<file path="src/emb_map.svh">
// offsets, field positions and reset values of the external memory bus
`ifndef EMB_MAP_SVH
`define EMB_MAP_SVH

// sdram address split: bank bit, row and column fields of the byte address
`define EMB_BANK_BIT     25
`define EMB_ROW_MSB      24
`define EMB_ROW_LSB      11
`define EMB_ROW_W        14
`define EMB_COL_MSB      10
`define EMB_COL_LSB      1
`define EMB_COL_W        10
// chip select base compare field of the byte address
`define EMB_CS_MSB       25
`define EMB_CS_LSB       23
// positions of the shared pins in the gpio mux vector
`define EMB_PIN_ADDR_HI  0
`define EMB_PIN_SEL1     1
`define EMB_PIN_TACK     2
`define EMB_NUM_SHARED   3
// reset value of the function select: all shared pins in primary function
`define EMB_FUNC_RESET   3'h0
// bus clock is the system clock halved; one bus edge every two mclk cycles
`define EMB_MCLK_NS      50
`define EMB_BUS_DIV      2

`endif

</file>
<file path="src/emb_pkg.sv">
// types shared by the external memory bus files
package emb_pkg;

	// bus sequencer states
	typedef enum logic [2:0] {
		EMB_IDLE  = 3'b000,
		EMB_ASYNC = 3'b001,
		EMB_ACT   = 3'b010,
		EMB_CAS   = 3'b011,
		EMB_DONE  = 3'b100
	} emb_state_t;

	// operand size
	typedef enum logic {
		EMB_SZ_WORD = 1'b0,
		EMB_SZ_BYTE = 1'b1
	} emb_size_t;

endpackage

</file>
<file path="src/emb_bus.sv">
// external memory bus pins: async memory cycles and 16-bit sdram cycles
`timescale 1ns/1ps
`default_nettype none
`include "emb_map.svh"

module emb_bus
	import emb_pkg::*;
(
	input  wire logic        mclk,
	input  wire logic        reset,
	// core request side
	input  wire logic        req_valid,
	input  wire logic        req_write,
	input  wire logic        req_byte,
	input  wire logic [25:0] req_addr,
	input  wire logic [15:0] req_wdata,
	output logic             req_ready_ff,
	output logic             resp_valid_ff,
	output logic [15:0]      resp_rdata_ff,
	// decode and port width configuration
	input  wire logic [1:0]  cs_en,
	input  wire logic [2:0]  cs0_base,
	input  wire logic [2:0]  cs1_base,
	input  wire logic [1:0]  cs_wide,
	input  wire logic [1:0]  bank_en,
	input  wire logic        dflt_wide,
	// shared pin function select and gpio side
	input  wire logic [2:0]  func_gpio,
	input  wire logic [2:0]  gpio_out,
	input  wire logic [2:0]  gpio_oe,
	output logic [2:0]       gpio_in_ff,
	// memory bus pins
	output logic [23:1]      ext_addr_ff,
	output logic             ext_rd_wr_ff,
	output logic             ext_oe_n_ff,
	input  wire logic [15:0] data_in,
	output logic [15:0]      data_out_ff,
	output logic             data_oe_ff,
	output logic             sdram_row_strobe_n_ff,
	output logic             sdram_col_strobe_n_ff,
	output logic             sdram_write_en_n_ff,
	output logic             sdram_select_0_n_ff,
	output logic             sdram_upper_mask_ff,
	output logic             sdram_lower_mask_ff,
	output logic             sdram_clk_ff,
	output logic             sdram_clock_en_ff,
	// shared pins: address bit 25, second sdram select, transfer ack
	input  wire logic [2:0]  shared_pin_in,
	output logic [2:0]       shared_pin_out_ff,
	output logic [2:0]       shared_pin_oe_ff
);

	emb_state_t  state_ff;
	emb_state_t  nxt_state;
	logic        wr_ff;
	logic        byte_ff;
	logic        wide_ff;
	logic [25:0] addr_ff;
	logic [15:0] wdata_ff;
	logic [2:0]  func_gpio_ff;

	// width selection from a port width flag
	function automatic logic [15:0] lane_read(input logic wide, input logic [15:0] d);
		lane_read = wide ? d : {8'h00, d[15:8]};
	endfunction

	// bus edge: the mclk edge that ends the sdram clock high phase, where the sdram clock falls
	wire logic tick = sdram_clk_ff;
	wire logic take = (state_ff == EMB_IDLE) && tick && req_valid;

	// address decode: chip selects, sdram banks, else default config
	wire logic [2:0] cs_field = req_addr[`EMB_CS_MSB:`EMB_CS_LSB];
	wire logic       cs0_hit  = cs_en[0] && (cs_field == cs0_base);
	wire logic       cs1_hit  = cs_en[1] && !cs0_hit && (cs_field == cs1_base);
	wire logic       sd_hit   = bank_en[req_addr[`EMB_BANK_BIT]];
	wire logic       hit_wide = cs0_hit ? cs_wide[0] : cs1_hit ? cs_wide[1] : dflt_wide;

	// latched request for the cycle in flight
	wire logic        nxt_wr    = take ? req_write : wr_ff;
	wire logic        nxt_byte  = take ? req_byte : byte_ff;
	wire logic [25:0] nxt_addr  = take ? req_addr : addr_ff;
	wire logic [15:0] nxt_wdata = take ? req_wdata : wdata_ff;

	// async cycle ends on the acknowledge seen through the shared pin
	wire logic tack = !gpio_in_ff[`EMB_PIN_TACK];

	// sequencer: async wait, or sdram activate, column, done
	always_comb begin
		nxt_state = state_ff;
		case (state_ff)
			EMB_IDLE:  if (take) nxt_state = sd_hit ? EMB_ACT : EMB_ASYNC;
			EMB_ASYNC: if (tick && tack) nxt_state = EMB_IDLE;
			EMB_ACT:   if (tick) nxt_state = EMB_CAS;
			EMB_CAS:   if (tick) nxt_state = EMB_DONE;
			EMB_DONE:  if (tick) nxt_state = EMB_IDLE;
			default:   nxt_state = EMB_IDLE;
		endcase
	end

	wire logic n_async = (nxt_state == EMB_ASYNC);
	wire logic n_act   = (nxt_state == EMB_ACT);
	wire logic n_cas   = (nxt_state == EMB_CAS);
	wire logic n_busy  = (nxt_state != EMB_IDLE);
	wire logic n_sd    = n_act || n_cas || (nxt_state == EMB_DONE);

	// address lines: byte address for async, row then column for sdram
	wire logic [23:1] row_addr = {{(23-`EMB_ROW_W){1'b0}}, nxt_addr[`EMB_ROW_MSB:`EMB_ROW_LSB]};
	wire logic [23:1] col_addr = {{(23-`EMB_COL_W){1'b0}}, nxt_addr[`EMB_COL_MSB:`EMB_COL_LSB]};
	wire logic [23:1] nxt_ext_addr = n_act ? row_addr : n_cas ? col_addr : nxt_addr[23:1];

	// data: a byte goes out on both lanes so all 16 lines carry it
	wire logic [15:0] nxt_dout = nxt_byte ? {nxt_wdata[7:0], nxt_wdata[7:0]} : nxt_wdata;
	wire logic        nxt_doe  = nxt_wr && (n_async || n_cas);

	// byte masks: even byte address is the upper lane
	wire logic nxt_umask = n_cas && nxt_byte && nxt_addr[0];
	wire logic nxt_lmask = n_cas && nxt_byte && !nxt_addr[0];

	// completion: async on acknowledge, sdram one bus edge after column
	wire logic done = tick && ((state_ff == EMB_ASYNC && tack) || state_ff == EMB_DONE);

	// primary sources of the shared pins
	wire logic [2:0] prim_out = {1'b1, !(n_sd && nxt_addr[`EMB_BANK_BIT]), nxt_addr[25]};
	wire logic [2:0] prim_oe  = 3'b011;

	emb_pin_mux u_mux (
		.mclk         (mclk),
		.reset        (reset),
		.func_gpio    (func_gpio),
		.prim_out     (prim_out),
		.prim_oe      (prim_oe),
		.gpio_out     (gpio_out),
		.gpio_oe      (gpio_oe),
		.pin_in       (shared_pin_in),
		.pin_out_ff   (shared_pin_out_ff),
		.pin_oe_ff    (shared_pin_oe_ff),
		.gpio_in_ff   (gpio_in_ff),
		.func_gpio_ff (func_gpio_ff)
	);

	// request latch, state and handshake
	always_ff @(posedge mclk or posedge reset) begin
		if (reset) begin
			state_ff      <= EMB_IDLE;
			wr_ff         <= 1'b0;
			byte_ff       <= 1'b0;
			wide_ff       <= 1'b0;
			addr_ff       <= 26'h0;
			wdata_ff      <= 16'h0;
			req_ready_ff  <= 1'b0;
			resp_valid_ff <= 1'b0;
			resp_rdata_ff <= 16'h0;
		end else begin
			state_ff      <= nxt_state;
			wr_ff         <= nxt_wr;
			byte_ff       <= nxt_byte;
			wide_ff       <= take ? (sd_hit || hit_wide) : wide_ff;
			addr_ff       <= nxt_addr;
			wdata_ff      <= nxt_wdata;
			req_ready_ff  <= take;
			resp_valid_ff <= done;
			if (done && !wr_ff)
				resp_rdata_ff <= lane_read(wide_ff, data_in);
		end
	end

	// bus clock divider and clock enable
	always_ff @(posedge mclk or posedge reset) begin
		if (reset) begin
			sdram_clk_ff      <= 1'b0;
			sdram_clock_en_ff <= 1'b0;
		end else begin
			sdram_clk_ff      <= !sdram_clk_ff;
			sdram_clock_en_ff <= 1'b1;
		end
	end

	// registered pin drivers
	always_ff @(posedge mclk or posedge reset) begin
		if (reset) begin
			ext_addr_ff           <= 23'h0;
			ext_rd_wr_ff          <= 1'b1;
			ext_oe_n_ff           <= 1'b1;
			data_out_ff           <= 16'h0;
			data_oe_ff            <= 1'b0;
			sdram_row_strobe_n_ff <= 1'b1;
			sdram_col_strobe_n_ff <= 1'b1;
			sdram_write_en_n_ff   <= 1'b1;
			sdram_select_0_n_ff   <= 1'b1;
			sdram_upper_mask_ff   <= 1'b0;
			sdram_lower_mask_ff   <= 1'b0;
		end else begin
			ext_addr_ff           <= nxt_ext_addr;
			ext_rd_wr_ff          <= !(n_busy && nxt_wr);
			ext_oe_n_ff           <= !(n_async && !nxt_wr);
			data_out_ff           <= nxt_dout;
			data_oe_ff            <= nxt_doe;
			sdram_row_strobe_n_ff <= !n_act;
			sdram_col_strobe_n_ff <= !n_cas;
			sdram_write_en_n_ff   <= !(n_cas && nxt_wr);
			sdram_select_0_n_ff   <= !(n_sd && !nxt_addr[`EMB_BANK_BIT]);
			sdram_upper_mask_ff   <= nxt_umask;
			sdram_lower_mask_ff   <= nxt_lmask;
		end
	end
endmodule
`default_nettype wire

</file>
<file path="src/emb_pin_mux.sv">
// function select for pins shared between a bus function and gpio
`timescale 1ns/1ps
`default_nettype none
`include "emb_map.svh"

module emb_pin_mux
	import emb_pkg::*;
(
	input  wire logic                       mclk,
	input  wire logic                       reset,
	input  wire logic [`EMB_NUM_SHARED-1:0] func_gpio,
	input  wire logic [`EMB_NUM_SHARED-1:0] prim_out,
	input  wire logic [`EMB_NUM_SHARED-1:0] prim_oe,
	input  wire logic [`EMB_NUM_SHARED-1:0] gpio_out,
	input  wire logic [`EMB_NUM_SHARED-1:0] gpio_oe,
	input  wire logic [`EMB_NUM_SHARED-1:0] pin_in,
	output logic      [`EMB_NUM_SHARED-1:0] pin_out_ff,
	output logic      [`EMB_NUM_SHARED-1:0] pin_oe_ff,
	output logic      [`EMB_NUM_SHARED-1:0] gpio_in_ff,
	output logic      [`EMB_NUM_SHARED-1:0] func_gpio_ff
);

	// pick the source of each pin from the live select input, not the held copy
	wire logic [`EMB_NUM_SHARED-1:0] nxt_pin_out = (func_gpio & gpio_out) | (~func_gpio & prim_out);
	wire logic [`EMB_NUM_SHARED-1:0] nxt_pin_oe  = (func_gpio & gpio_oe) | (~func_gpio & prim_oe);

	// select comes up primary; gpio input sampled whatever the function
	always_ff @(posedge mclk or posedge reset) begin
		if (reset) begin
			func_gpio_ff <= `EMB_FUNC_RESET;
			pin_out_ff   <= 3'h0;
			pin_oe_ff    <= 3'h0;
			gpio_in_ff   <= 3'h0;
		end else begin
			func_gpio_ff <= func_gpio;
			pin_out_ff   <= nxt_pin_out;
			pin_oe_ff    <= nxt_pin_oe;
			gpio_in_ff   <= pin_in;
		end
	end
endmodule
`default_nettype wire

</file>
<file path="config.mk">
export PLATFORM = sky130hd
export DESIGN_NAME = emb_bus
export DESIGN_NICKNAME = d
export VERILOG_FILES = /design/src/emb_pkg.sv /design/src/emb_bus.sv /design/src/emb_pin_mux.sv
export VERILOG_INCLUDE_DIRS = /design/src /design/src/src
export SDC_FILE = /design/constraint.sdc
export NUM_CORES = 1
export LEC_CHECK = 0
export BUFFER_PORTS_ARGS = -buffer_cell sky130_fd_sc_hd__buf_2
export CAP_MARGIN = 20
export CORE_ASPECT_RATIO = 2
export CORE_MARGIN = 2
export CORE_UTILIZATION = 50
export CTS_BUF_LIST = sky130_fd_sc_hd__clkbuf_16
export DETAILED_ROUTE_END_ITERATION = 8
export PLACE_DENSITY = 0.88
export SLEW_MARGIN = 0
export SYNTH_ARGS = -nofsm -noshare
export SYNTH_HDL_FRONTEND = slang
export SYNTH_SLANG_ARGS = --single-unit
</file>
<file path="constraint.sdc">
create_clock -name mclk -period 6.8 [get_ports mclk]
set_clock_uncertainty 0.15 [all_clocks]
set_input_delay 1.36 -clock mclk [delete_from_list [all_inputs] [get_ports mclk]]
set_output_delay 1.36 -clock mclk [all_outputs]
set_load 0.005 [all_outputs]
</file>
==> results.py, run 1 <==
metrics = {
    "run_status": {
        "status": "completed",
    },
    "timing": {
        "rsz0062_at_grt": "false",
        "tightestPinTransition_ps": 1010,
        "slew_headroom_pct": 30.75,
        "hold_viol": 0,
        "min_period_over_period_pct": 50.93,
        "fmax_ghz": 0.2888,
        "report.final.slew_viol_count": 0,
        "setup_ws_ps": 3337,
        "setup-violations-final": 0,
        "period_needed_ps": 3463,
        "setup_tns_ps": 0,
    },
    "global_route": {
        "antenna_found_initial": 0,
        "grt_max_degree": 74,
        "grt_usage_pct": 22.34,
        "grt-ovfl-total": 0,
        "grt_pass1_vias": 3621,
        "grt_pass1_wl_um": 16770,
    },
    "drt": {
        "drt-initial-drc-count": 262,
        "via_per_inst": 5.036,
        "vias": 3359,
        "dr.pass1.iters": 4,
        "antenna_left": 0,
        "wl_per_cell_um": 15.72,
        "drc_errors": 0,
        "wirelength_um": 10490,
    },
    "logic_synthesis": {
        "ys_seq_area_share_pct": 64.50,
        "synth_cell_types": 38,
        "ys_ff_latch": 117,
        "synth_edf_count": 0,
        "synth-async-reset-ratio_pct": 100.0,
        "syn_area_um2": 4551,
        "avgSynthCellArea_um2": 11.67,
        "synth_ff_type": "dfrtp_1",
        "yosysWarnings": 0,
        "synthCells": 390,
        "synth_fp_nets": 478,
    },
    "worst_setup_path": {
        "crit_type": "input pin to flip-flop",
        "startpoint": "req_valid",
        "r2r_slack_ps": 3810,
        "crit_end": "data_out_ff[9]",
        "arrival_ps": 3600,
        "crit_fanout": 22,
        "crit_required_ps": 6940,
        "reg2reg_depth": 5,
        "reg2reg_to": "data_out_ff[9]",
        "crit_path_end_kind": "flip-flop",
        "crit_path_start_kind": "input pin",
        "r2r_start": "state_ff[1]",
    },
    "floorplan": {
        "rows": 49,
        "die_x_um": 71.46,
        "die_h_um": 138.9,
        "die_area_um2": 9927,
        "pin_count": 165,
        "core_area_um2": 8951,
        "start_util_pct": 50.84,
    },
    "place": {
        "dpl_worst_slack_ps": 2902,
        "gp_congestion": 0.8169,
        "io_buffers": 164,
        "dp_hpwl_um": 7812,
        "dpl-instance-area_um2": 5373,
    },
    "finish": {
        "fillers": 688,
        "syn_to_final_growth_pct": 28.84,
        "final_common_cell": "buf_2",
        "diodes": 0,
        "nets": 640,
        "design_area_um2": 5863,
        "fin_util_pct": 65.50,
        "final_layout_size_suffix_gt1_share_pct": 40.18,
        "final_cell_mix": "buf_2 (164), dfrtp_1 (111), nand2_1 (94), inv_1 (24), mux2i_1 (24)",
    },
    "clock_network": {
        "cts_buffer_depth": 2,
        "cts_hold_buffers": 0,
        "clk_pin_slew_ps": 50,
        "postCtsSetupBuffers": 0,
        "clock-root-buffer": "clkbuf_16",
        "cts_resized": 0,
        "cts_buffers": 17,
        "cts_num_sinks": 117,
        "clk_latency_ps": 400,
        "tritoncts": "done",
        "htreeDepth": 4,
    },
    "power_and_ir_drop": {
        "leakagePower_nw": 3.241,
        "ir_drop_v": 0.0002813,
        "finalPower_mw": 2.783,
        "p_per_area_nw_per_um2": 474.6,
    },
    "job": {
        "max-cap-violations": 0,
    },
    "hold_path": {
        "hold_path.class": "flip-flop to flip-flop",
        "hold_depth": 2,
    },
}
## power breakdown
group / leakage [nW] / internal [mW] / switching [mW]
clock network: 0.264 / 0.446 / 0.278
registers: 1.41 / 1.01 / 0.128
logic: 1.56 / 0.423 / 0.501
total: 3.24 / 1.88 / 0.907
## worst max-delay path: stages
cell,delay [ps]
buf_2,90
nand4b_1,480
buf_4,430
mux2i_1,800
mux2_2,420
## area by class of cell
class,count,area [µm²],share of cell area [%]
clock buffer,17,425.4,7.256
sequential,117,2935,50.06
tap,102,127.6,2.177
multi-input combinational,228,1381,23.56
timing repair buffer,168,850.8,14.51
inverter,20,77.57,1.323
clock inverter,15,65.06,1.110
## worst min-delay path by stage
stage | end | slack, ps | start
after floorplan | addr_ff[1] | 290 | addr_ff[1]
after global placement | addr_ff[3] | 300 | addr_ff[3]
after detailed placement | wdata_ff[9] | 310 | wdata_ff[9]
after CTS | wdata_ff[9] | 320 | wdata_ff[9]
after global routing | addr_ff[3] | 340 | addr_ff[3]
final | addr_ff[3] | 320 | addr_ff[3]
## logic make-up (layout without fill, tap and decap cells)
kind of cell	Yosys count	after routing	share of synthesized area [%]
compound gates	31	31	4.179
simple gates	144	144	13.72
mux	46	46	11.22
flops	117	117	64.50
buf+inv	45	220	5.142
xor+xnor	6	6	1.155
other cells	1	1	0.08241
## Yosys cell counts (2+ instances only)
| library cell | count | area, µm² |
|---|---|---|
| buf_6 | 4 | 45.04 |
| clkbuf_1 | 9 | 33.78 |
| xnor2_1 | 6 | 52.55 |
| mux2_2 | 16 | 180.2 |
| dfstp_2 | 6 | 157.7 |
| mux2i_1 | 24 | 240.2 |
| mux2_4 | 6 | 90.09 |
| inv_1 | 19 | 71.32 |
| nand3_1 | 10 | 50.05 |
| o22ai_1 | 3 | 18.77 |
| o21ai_0 | 12 | 60.06 |
| a21oi_1 | 9 | 45.04 |
| nor2_4 | 2 | 22.52 |
| nand2b_1 | 7 | 43.79 |
| nor2_1 | 18 | 67.56 |
| dfrtp_1 | 111 | 2778 |
| buf_4 | 8 | 60.06 |
| nand4_1 | 2 | 12.51 |
| and2_1 | 3 | 18.77 |
| nand2_1 | 94 | 352.8 |
| buf_2 | 4 | 20.02 |
## metrics by stage
stage          hold WS (ps)  std cells
6_report              318.6        667
5_1_grt               340.8        667
4_1_cts               318.9        667
3_5_place_dp          308.3        635
3_3_place_gp          298.1        635
2_1_floorplan         285.8        390
## registers in the layout, indices dropped and copies added (netlist names), 3 cells and up
signal,flops
addr_ff,26
ext_addr_ff,23
data_out_ff,16
resp_rdata_ff,16
wdata_ff,8
state_ff,3
u_mux.gpio_in_ff,3
u_mux.pin_oe_ff,3
u_mux.pin_out_ff,3
## layer usage
| layer | global-route usage (%) | share of wire (%) | vias up | routed length (µm) |
|---|---|---|---|---|
| met2 | 40.35 | 57 | 121 | 6014 |
| met5 | 0 | 0 | - | 0 |
| met3 | 7.122 | 5.5 | 20 | 580 |
| li1 | - | - | 1570 | - |
| met1 | 22.48 | 34 | 1648 | 3606 |
| met4 | 10.33 | 2.7 | 0 | 287 |
Power figures use the tool's default switching activity.
==> run 2, diff against run 1 <==
Settings changed: CORE_UTILIZATION 50 to 49, PLACE_DENSITY 0.88 to 0.86.
Clock period 6.8 ns to 3.45 ns, I/O delays scaled along.
==> results.py, run 2 (synthesis results as in run 1) <==
metrics = {
    "run_status": {
        "status": "completed",
    },
    "finish": {
        "syn_to_final_growth_pct": 30.79,
        "nets": 641,
        "fillers": 681,
        "top_regs": "addr_ff: 26 flops, ext_addr_ff: 23 flops",
        "final_cell_mix": "buf_2 (164), dfrtp_1 (111), nand2_1 (94), mux2i_1 (24), inv_1 (20)",
        "diodes": 0,
        "largest-register": "addr_ff",
        "final_layout_size_suffix_gt1_share_pct": 41.31,
        "largest_reg_flops": 26,
        "final_common_cell": "buf_2",
    },
    "drt": {
        "via_per_inst": 4.991,
        "drc_errors": 0,
        "vias": 3324,
        "dr.pass1.iters": 5,
        "antenna_left": 0,
        "drt-initial-drc-count": 124,
        "wirelength_um": 10210,
        "wl_per_cell_um": 15.33,
    },
    "global_route": {
        "grt-ovfl-total": 0,
        "grt_pass1_wl_um": 16440,
        "antenna_found_initial": 0,
        "grt_usage_pct": 21.57,
        "grt_pass1_vias": 3497,
        "grt_max_degree": 67,
    },
    "timing": {
        "setup-violations-final": 0,
        "setup_tns_ps": 0,
        "tightestPinTransition_ps": 758.8,
        "rsz0062_at_grt": "false",
        "min_period_over_period_pct": 68.37,
        "report.final.slew_viol_count": 0,
        "fmax_ghz": 0.4240,
        "slew_headroom_pct": 49.41,
        "period_needed_ps": 2359,
        "hold_viol": 0,
        "setup_ws_ps": 1091,
    },
    "job": {
        "max-cap-violations": 0,
    },
    "worst_setup_path": {
        "reg2reg_depth": 7,
        "crit_type": "flip-flop to flip-flop",
        "crit_path_end_kind": "flip-flop",
        "arrival_ps": 2510,
        "crit_required_ps": 3610,
        "crit_fanout": 47,
        "crit_chain": "nor2_2 > nand4b_1 > buf_12 > o21a_4 > inv_1 > o21ai_0 > nor3b_1",
        "r2r_slack_ps": 1090,
        "slowest_stage": "dfrtp_1",
        "worst_path_largest_cell_delay_ps": 430,
        "crit_path_start_kind": "flip-flop",
    },
    "floorplan": {
        "rows": 49,
        "core_area_um2": 9012,
        "die_x_um": 72.15,
        "start_util_pct": 50.49,
        "die_h_um": 140.3,
        "die_area_um2": 10120,
        "pin_count": 165,
    },
    "clock_network": {
        "postCtsSetupBuffers": 0,
        "cts_num_sinks": 117,
        "clk_latency_ps": 400,
        "clock-root-buffer": "clkbuf_16",
        "cts_buffers": 17,
        "tritoncts": "done",
        "htreeDepth": 4,
        "clk_pin_slew_ps": 50,
        "cts_buffer_depth": 2,
        "cts_resized": 0,
        "cts_hold_buffers": 0,
    },
    "power_and_ir_drop": {
        "ir_drop_v": 0.0005403,
        "leakagePower_nw": 3.263,
        "finalPower_mw": 5.669,
        "p_per_area_nw_per_um2": 952.4,
    },
    "place": {
        "dp_hpwl_um": 7434,
        "io_buffers": 164,
        "dpl_worst_slack_ps": 865.1,
        "gp_congestion": 0.8266,
    },
    "hold_path": {
        "hold_path.class": "input pin to async pin",
    },
}
## run 2: cell types whose count changed in the layout (fill, tap and decap cells not counted), sizes merged
cell and delta:
buf +1, bufinv +2, clkinv -1, clkinvlp +2
inv -5
## run 2: worst paths after layout
| kind | start | to |
|---|---|---|
| max | state_ff[1] | sdram_upper_mask_ff |
| min | reset | u_mux.pin_oe_ff[0] |
| max reg2reg | state_ff[1] | sdram_upper_mask_ff |
| min reg2reg | addr_ff[3] | addr_ff[3] |
| max in group asynchronous | reset | ext_addr_ff[13] |
| min in group mclk | shared_pin_in[1] | u_mux.gpio_in_ff[1] |
## run 2: per-stage QoR
stage | instances | instance area [µm²] | util [%] | hold WS (ps)
3_3_place_gp | 636 | 5406 | 59.99 | 298.5
5_1_grt | 666 | 5952 | 66.04 | 225.6
6_report | 666 | 5952 | 66.04 | 234.8
4_1_cts | 666 | 5952 | 66.04 | 225.0
3_5_place_dp | 636 | 5406 | 59.99 | 306.9
2_1_floorplan | 390 | 4554 | - | 285.8
## run 2: final cells by class
| cell class | count | area (µm²) | share of cell area, % |
|---|---|---|---|
| multi-input cells | 228 | 1381 | 23.21 |
| clock buffers | 17 | 425.4 | 7.147 |
| inverters | 20 | 78.83 | 1.324 |
| flip-flops and latches | 117 | 2935 | 49.32 |
| clock inverters | 13 | 120.1 | 2.018 |
| repair buffers | 169 | 883.3 | 14.84 |
| well taps | 102 | 127.6 | 2.144 |
## run 2: power breakdown
| part | switching, mW | internal (mW) |
|---|---|---|
| clock network | 0.559 | 1.04 |
| registers | 0.247 | 1.98 |
| logic | 0.993 | 0.850 |
## run 2: critical path, delay by kind of cell, from the launching register on
kind / cells / cell delay, ps
buffers and inverters: 2 / 610
AND/OR/NAND/NOR: 3 / 560
flip-flops: 1 / 430
AO/OA/AOI/OAI: 2 / 520
## run 2: layer usage
layer  routed length (µm)  GRT usage, %  share of wire (%)  vias to the layer above
met5                    0             0                  0                        -
li1                     -             -                  -                     1580
met1                 3561         22.48                 35                     1594
met2                 5782         37.52                 57                      124
met4                  338         12.31                3.3                        0
met3                  532         6.115                5.2                       26
==> run 3, diff against run 2 <==
Clock period 3.45 ns to 2.2 ns, I/O delays scaled along.
==> results.py, run 3 (synthesis results as in run 1) <==
metrics = {
    "place": {
        "dp_hpwl_um": 7935,
        "io_buffers": 164,
        "gp_congestion": 0.8280,
    },
    "clock_network": {
        "htreeDepth": 4,
        "cts_buffers": 17,
        "tritoncts": "done",
        "clk_pin_slew_ps": 50,
        "cts_num_sinks": 117,
        "cts_buffer_depth": 2,
        "clk_latency_ps": 400,
        "clock-root-buffer": "clkbuf_16",
    },
    "worst_setup_path": {
        "crit_path_end_kind": "flip-flop",
        "crit_type": "flip-flop to flip-flop",
        "crit_required_ps": 2330,
        "arrival_ps": 2170,
        "crit_fanout": 14,
        "crit_path_start_kind": "flip-flop",
    },
    "global_route": {
        "antenna_found_initial": 1,
        "grt-ovfl-total": 0,
        "top_usage_layer": "met2",
        "use_met2_pct": 41.53,
        "grt_usage_pct": 23.26,
        "grt_pass1_wl_um": 17560,
        "use_met3_pct": 7.266,
        "use_met1_pct": 22.81,
        "grt_max_degree": 51,
        "grt_pass1_vias": 3782,
    },
    "timing": {
        "min_period_over_period_pct": 92.50,
        "period_needed_ps": 2035,
        "rsz0062_at_grt": "false",
        "setup_tns_ps": 0,
        "setup-violations-final": 0,
        "slew_headroom_pct": 49.89,
        "fmax_ghz": 0.4914,
        "report.final.slew_viol_count": 0,
        "hold_viol": 0,
        "tightestPinTransition_ps": 751.6,
    },
    "drt": {
        "drc_errors": 0,
        "drt-initial-drc-count": 199,
        "vias": 3429,
        "antenna_left": 0,
        "via_per_inst": 5.013,
        "dr.pass1.iters": 6,
        "wl_per_cell_um": 15.92,
        "wirelength_um": 10890,
    },
    "finish": {
        "nets": 656,
        "final_cell_mix": "buf_2 (164), dfrtp_1 (111), nand2_1 (94), mux2i_1 (24), inv_1 (19)",
        "top_regs": "addr_ff: 26 flops, ext_addr_ff: 23 flops",
        "largest-register": "addr_ff",
        "syn_to_final_growth_pct": 36.98,
        "largest_reg_flops": 26,
        "final_layout_size_suffix_gt1_share_pct": 42.69,
        "final_common_cell": "buf_2",
    },
    "power_and_ir_drop": {
        "finalPower_mw": 9.708,
        "ir_drop_v": 0.0008425,
        "p_per_area_nw_per_um2": 1557,
        "leakagePower_nw": 3.392,
    },
    "floorplan": {
        "rows": 49,
        "start_util_pct": 50.49,
        "die_area_um2": 10120,
        "core_area_um2": 9012,
        "die_h_um": 140.3,
        "pin_count": 165,
        "die_x_um": 72.15,
    },
    "run_status": {
        "status": "completed",
    },
    "job": {
        "max-cap-violations": 0,
    },
    "hold_path": {
        "hold_path.class": "input pin to flip-flop",
    },
}
run 3: worst max-delay path, cell delays in order, from the launching register on:
cell,delay [ps]
dfrtp_1,420
nor2_2,140
nand4b_1,170
buf_4,190
o21a_4,220
nor2_4,120
inv_2,160
mux2_4,340
run 3: path summary, 6_finish.rpt:
path / from / slack, ps / to / cells after the start
max: state_ff[1] / 170 / ext_addr_ff[7] / 7
min: func_gpio[0] / 80 / u_mux.pin_oe_ff[0] / 2
max reg2reg: state_ff[1] / 170 / ext_addr_ff[7] / 7
min reg2reg: addr_ff[3] / 320 / addr_ff[3] / 2
max in group asynchronous: reset / 780 / sdram_col_strobe_n_ff / 4
min in group asynchronous: reset / 470 / u_mux.pin_out_ff[0] / 3
run 3: where the power goes:
group,switching (mW),internal (mW),total (mW)
logic,1.60,1.43,3.03
registers,0.399,3.11,3.51
clock network,0.945,2.23,3.17
total,2.95,6.76,9.71
run 3: per-stage QoR:
stage,instances,instance area (µm²),setup WS (ps),hold WS (ps),utilization (%)
after floorplan,390,4554,187.5,285.8,-
after global placement,646,5494,207.7,300.4,60.96
after detailed placement,646,5494,155.6,304.0,60.96
after CTS,682,6220,135.9,53.81,69.01
after global routing,684,6233,66.18,60.86,69.17
final,684,6233,165.0,76.19,69.17
run 3: repair_timing:
item,CTS,global route
setup endpoints to repair,0,1
endpoints found under the hold margin,18,0
resized for setup,0,1
setup buffers,0,1
hold buffers,4,0
run 3: area by class of cell:
type                       count  area, µm²
sequential                   117       2935
clock inverter                15      260.3
antenna                        1      2.502
multi-input combinational    228       1381
tap                          102      127.6
timing repair buffer         184       1022
clock buffer                  17      425.4
fill                         630       2779
inverter                      20      78.83
run 3: metal layers:
| metal | routed length [µm] | vias to the layer above |
|---|---|---|
| met3 | 522 | 35 |
| met4 | 466 | 0 |
| met1 | 3673 | 1663 |
| li1 | - | 1612 |
| met5 | 0 | - |
| met2 | 6228 | 119 |
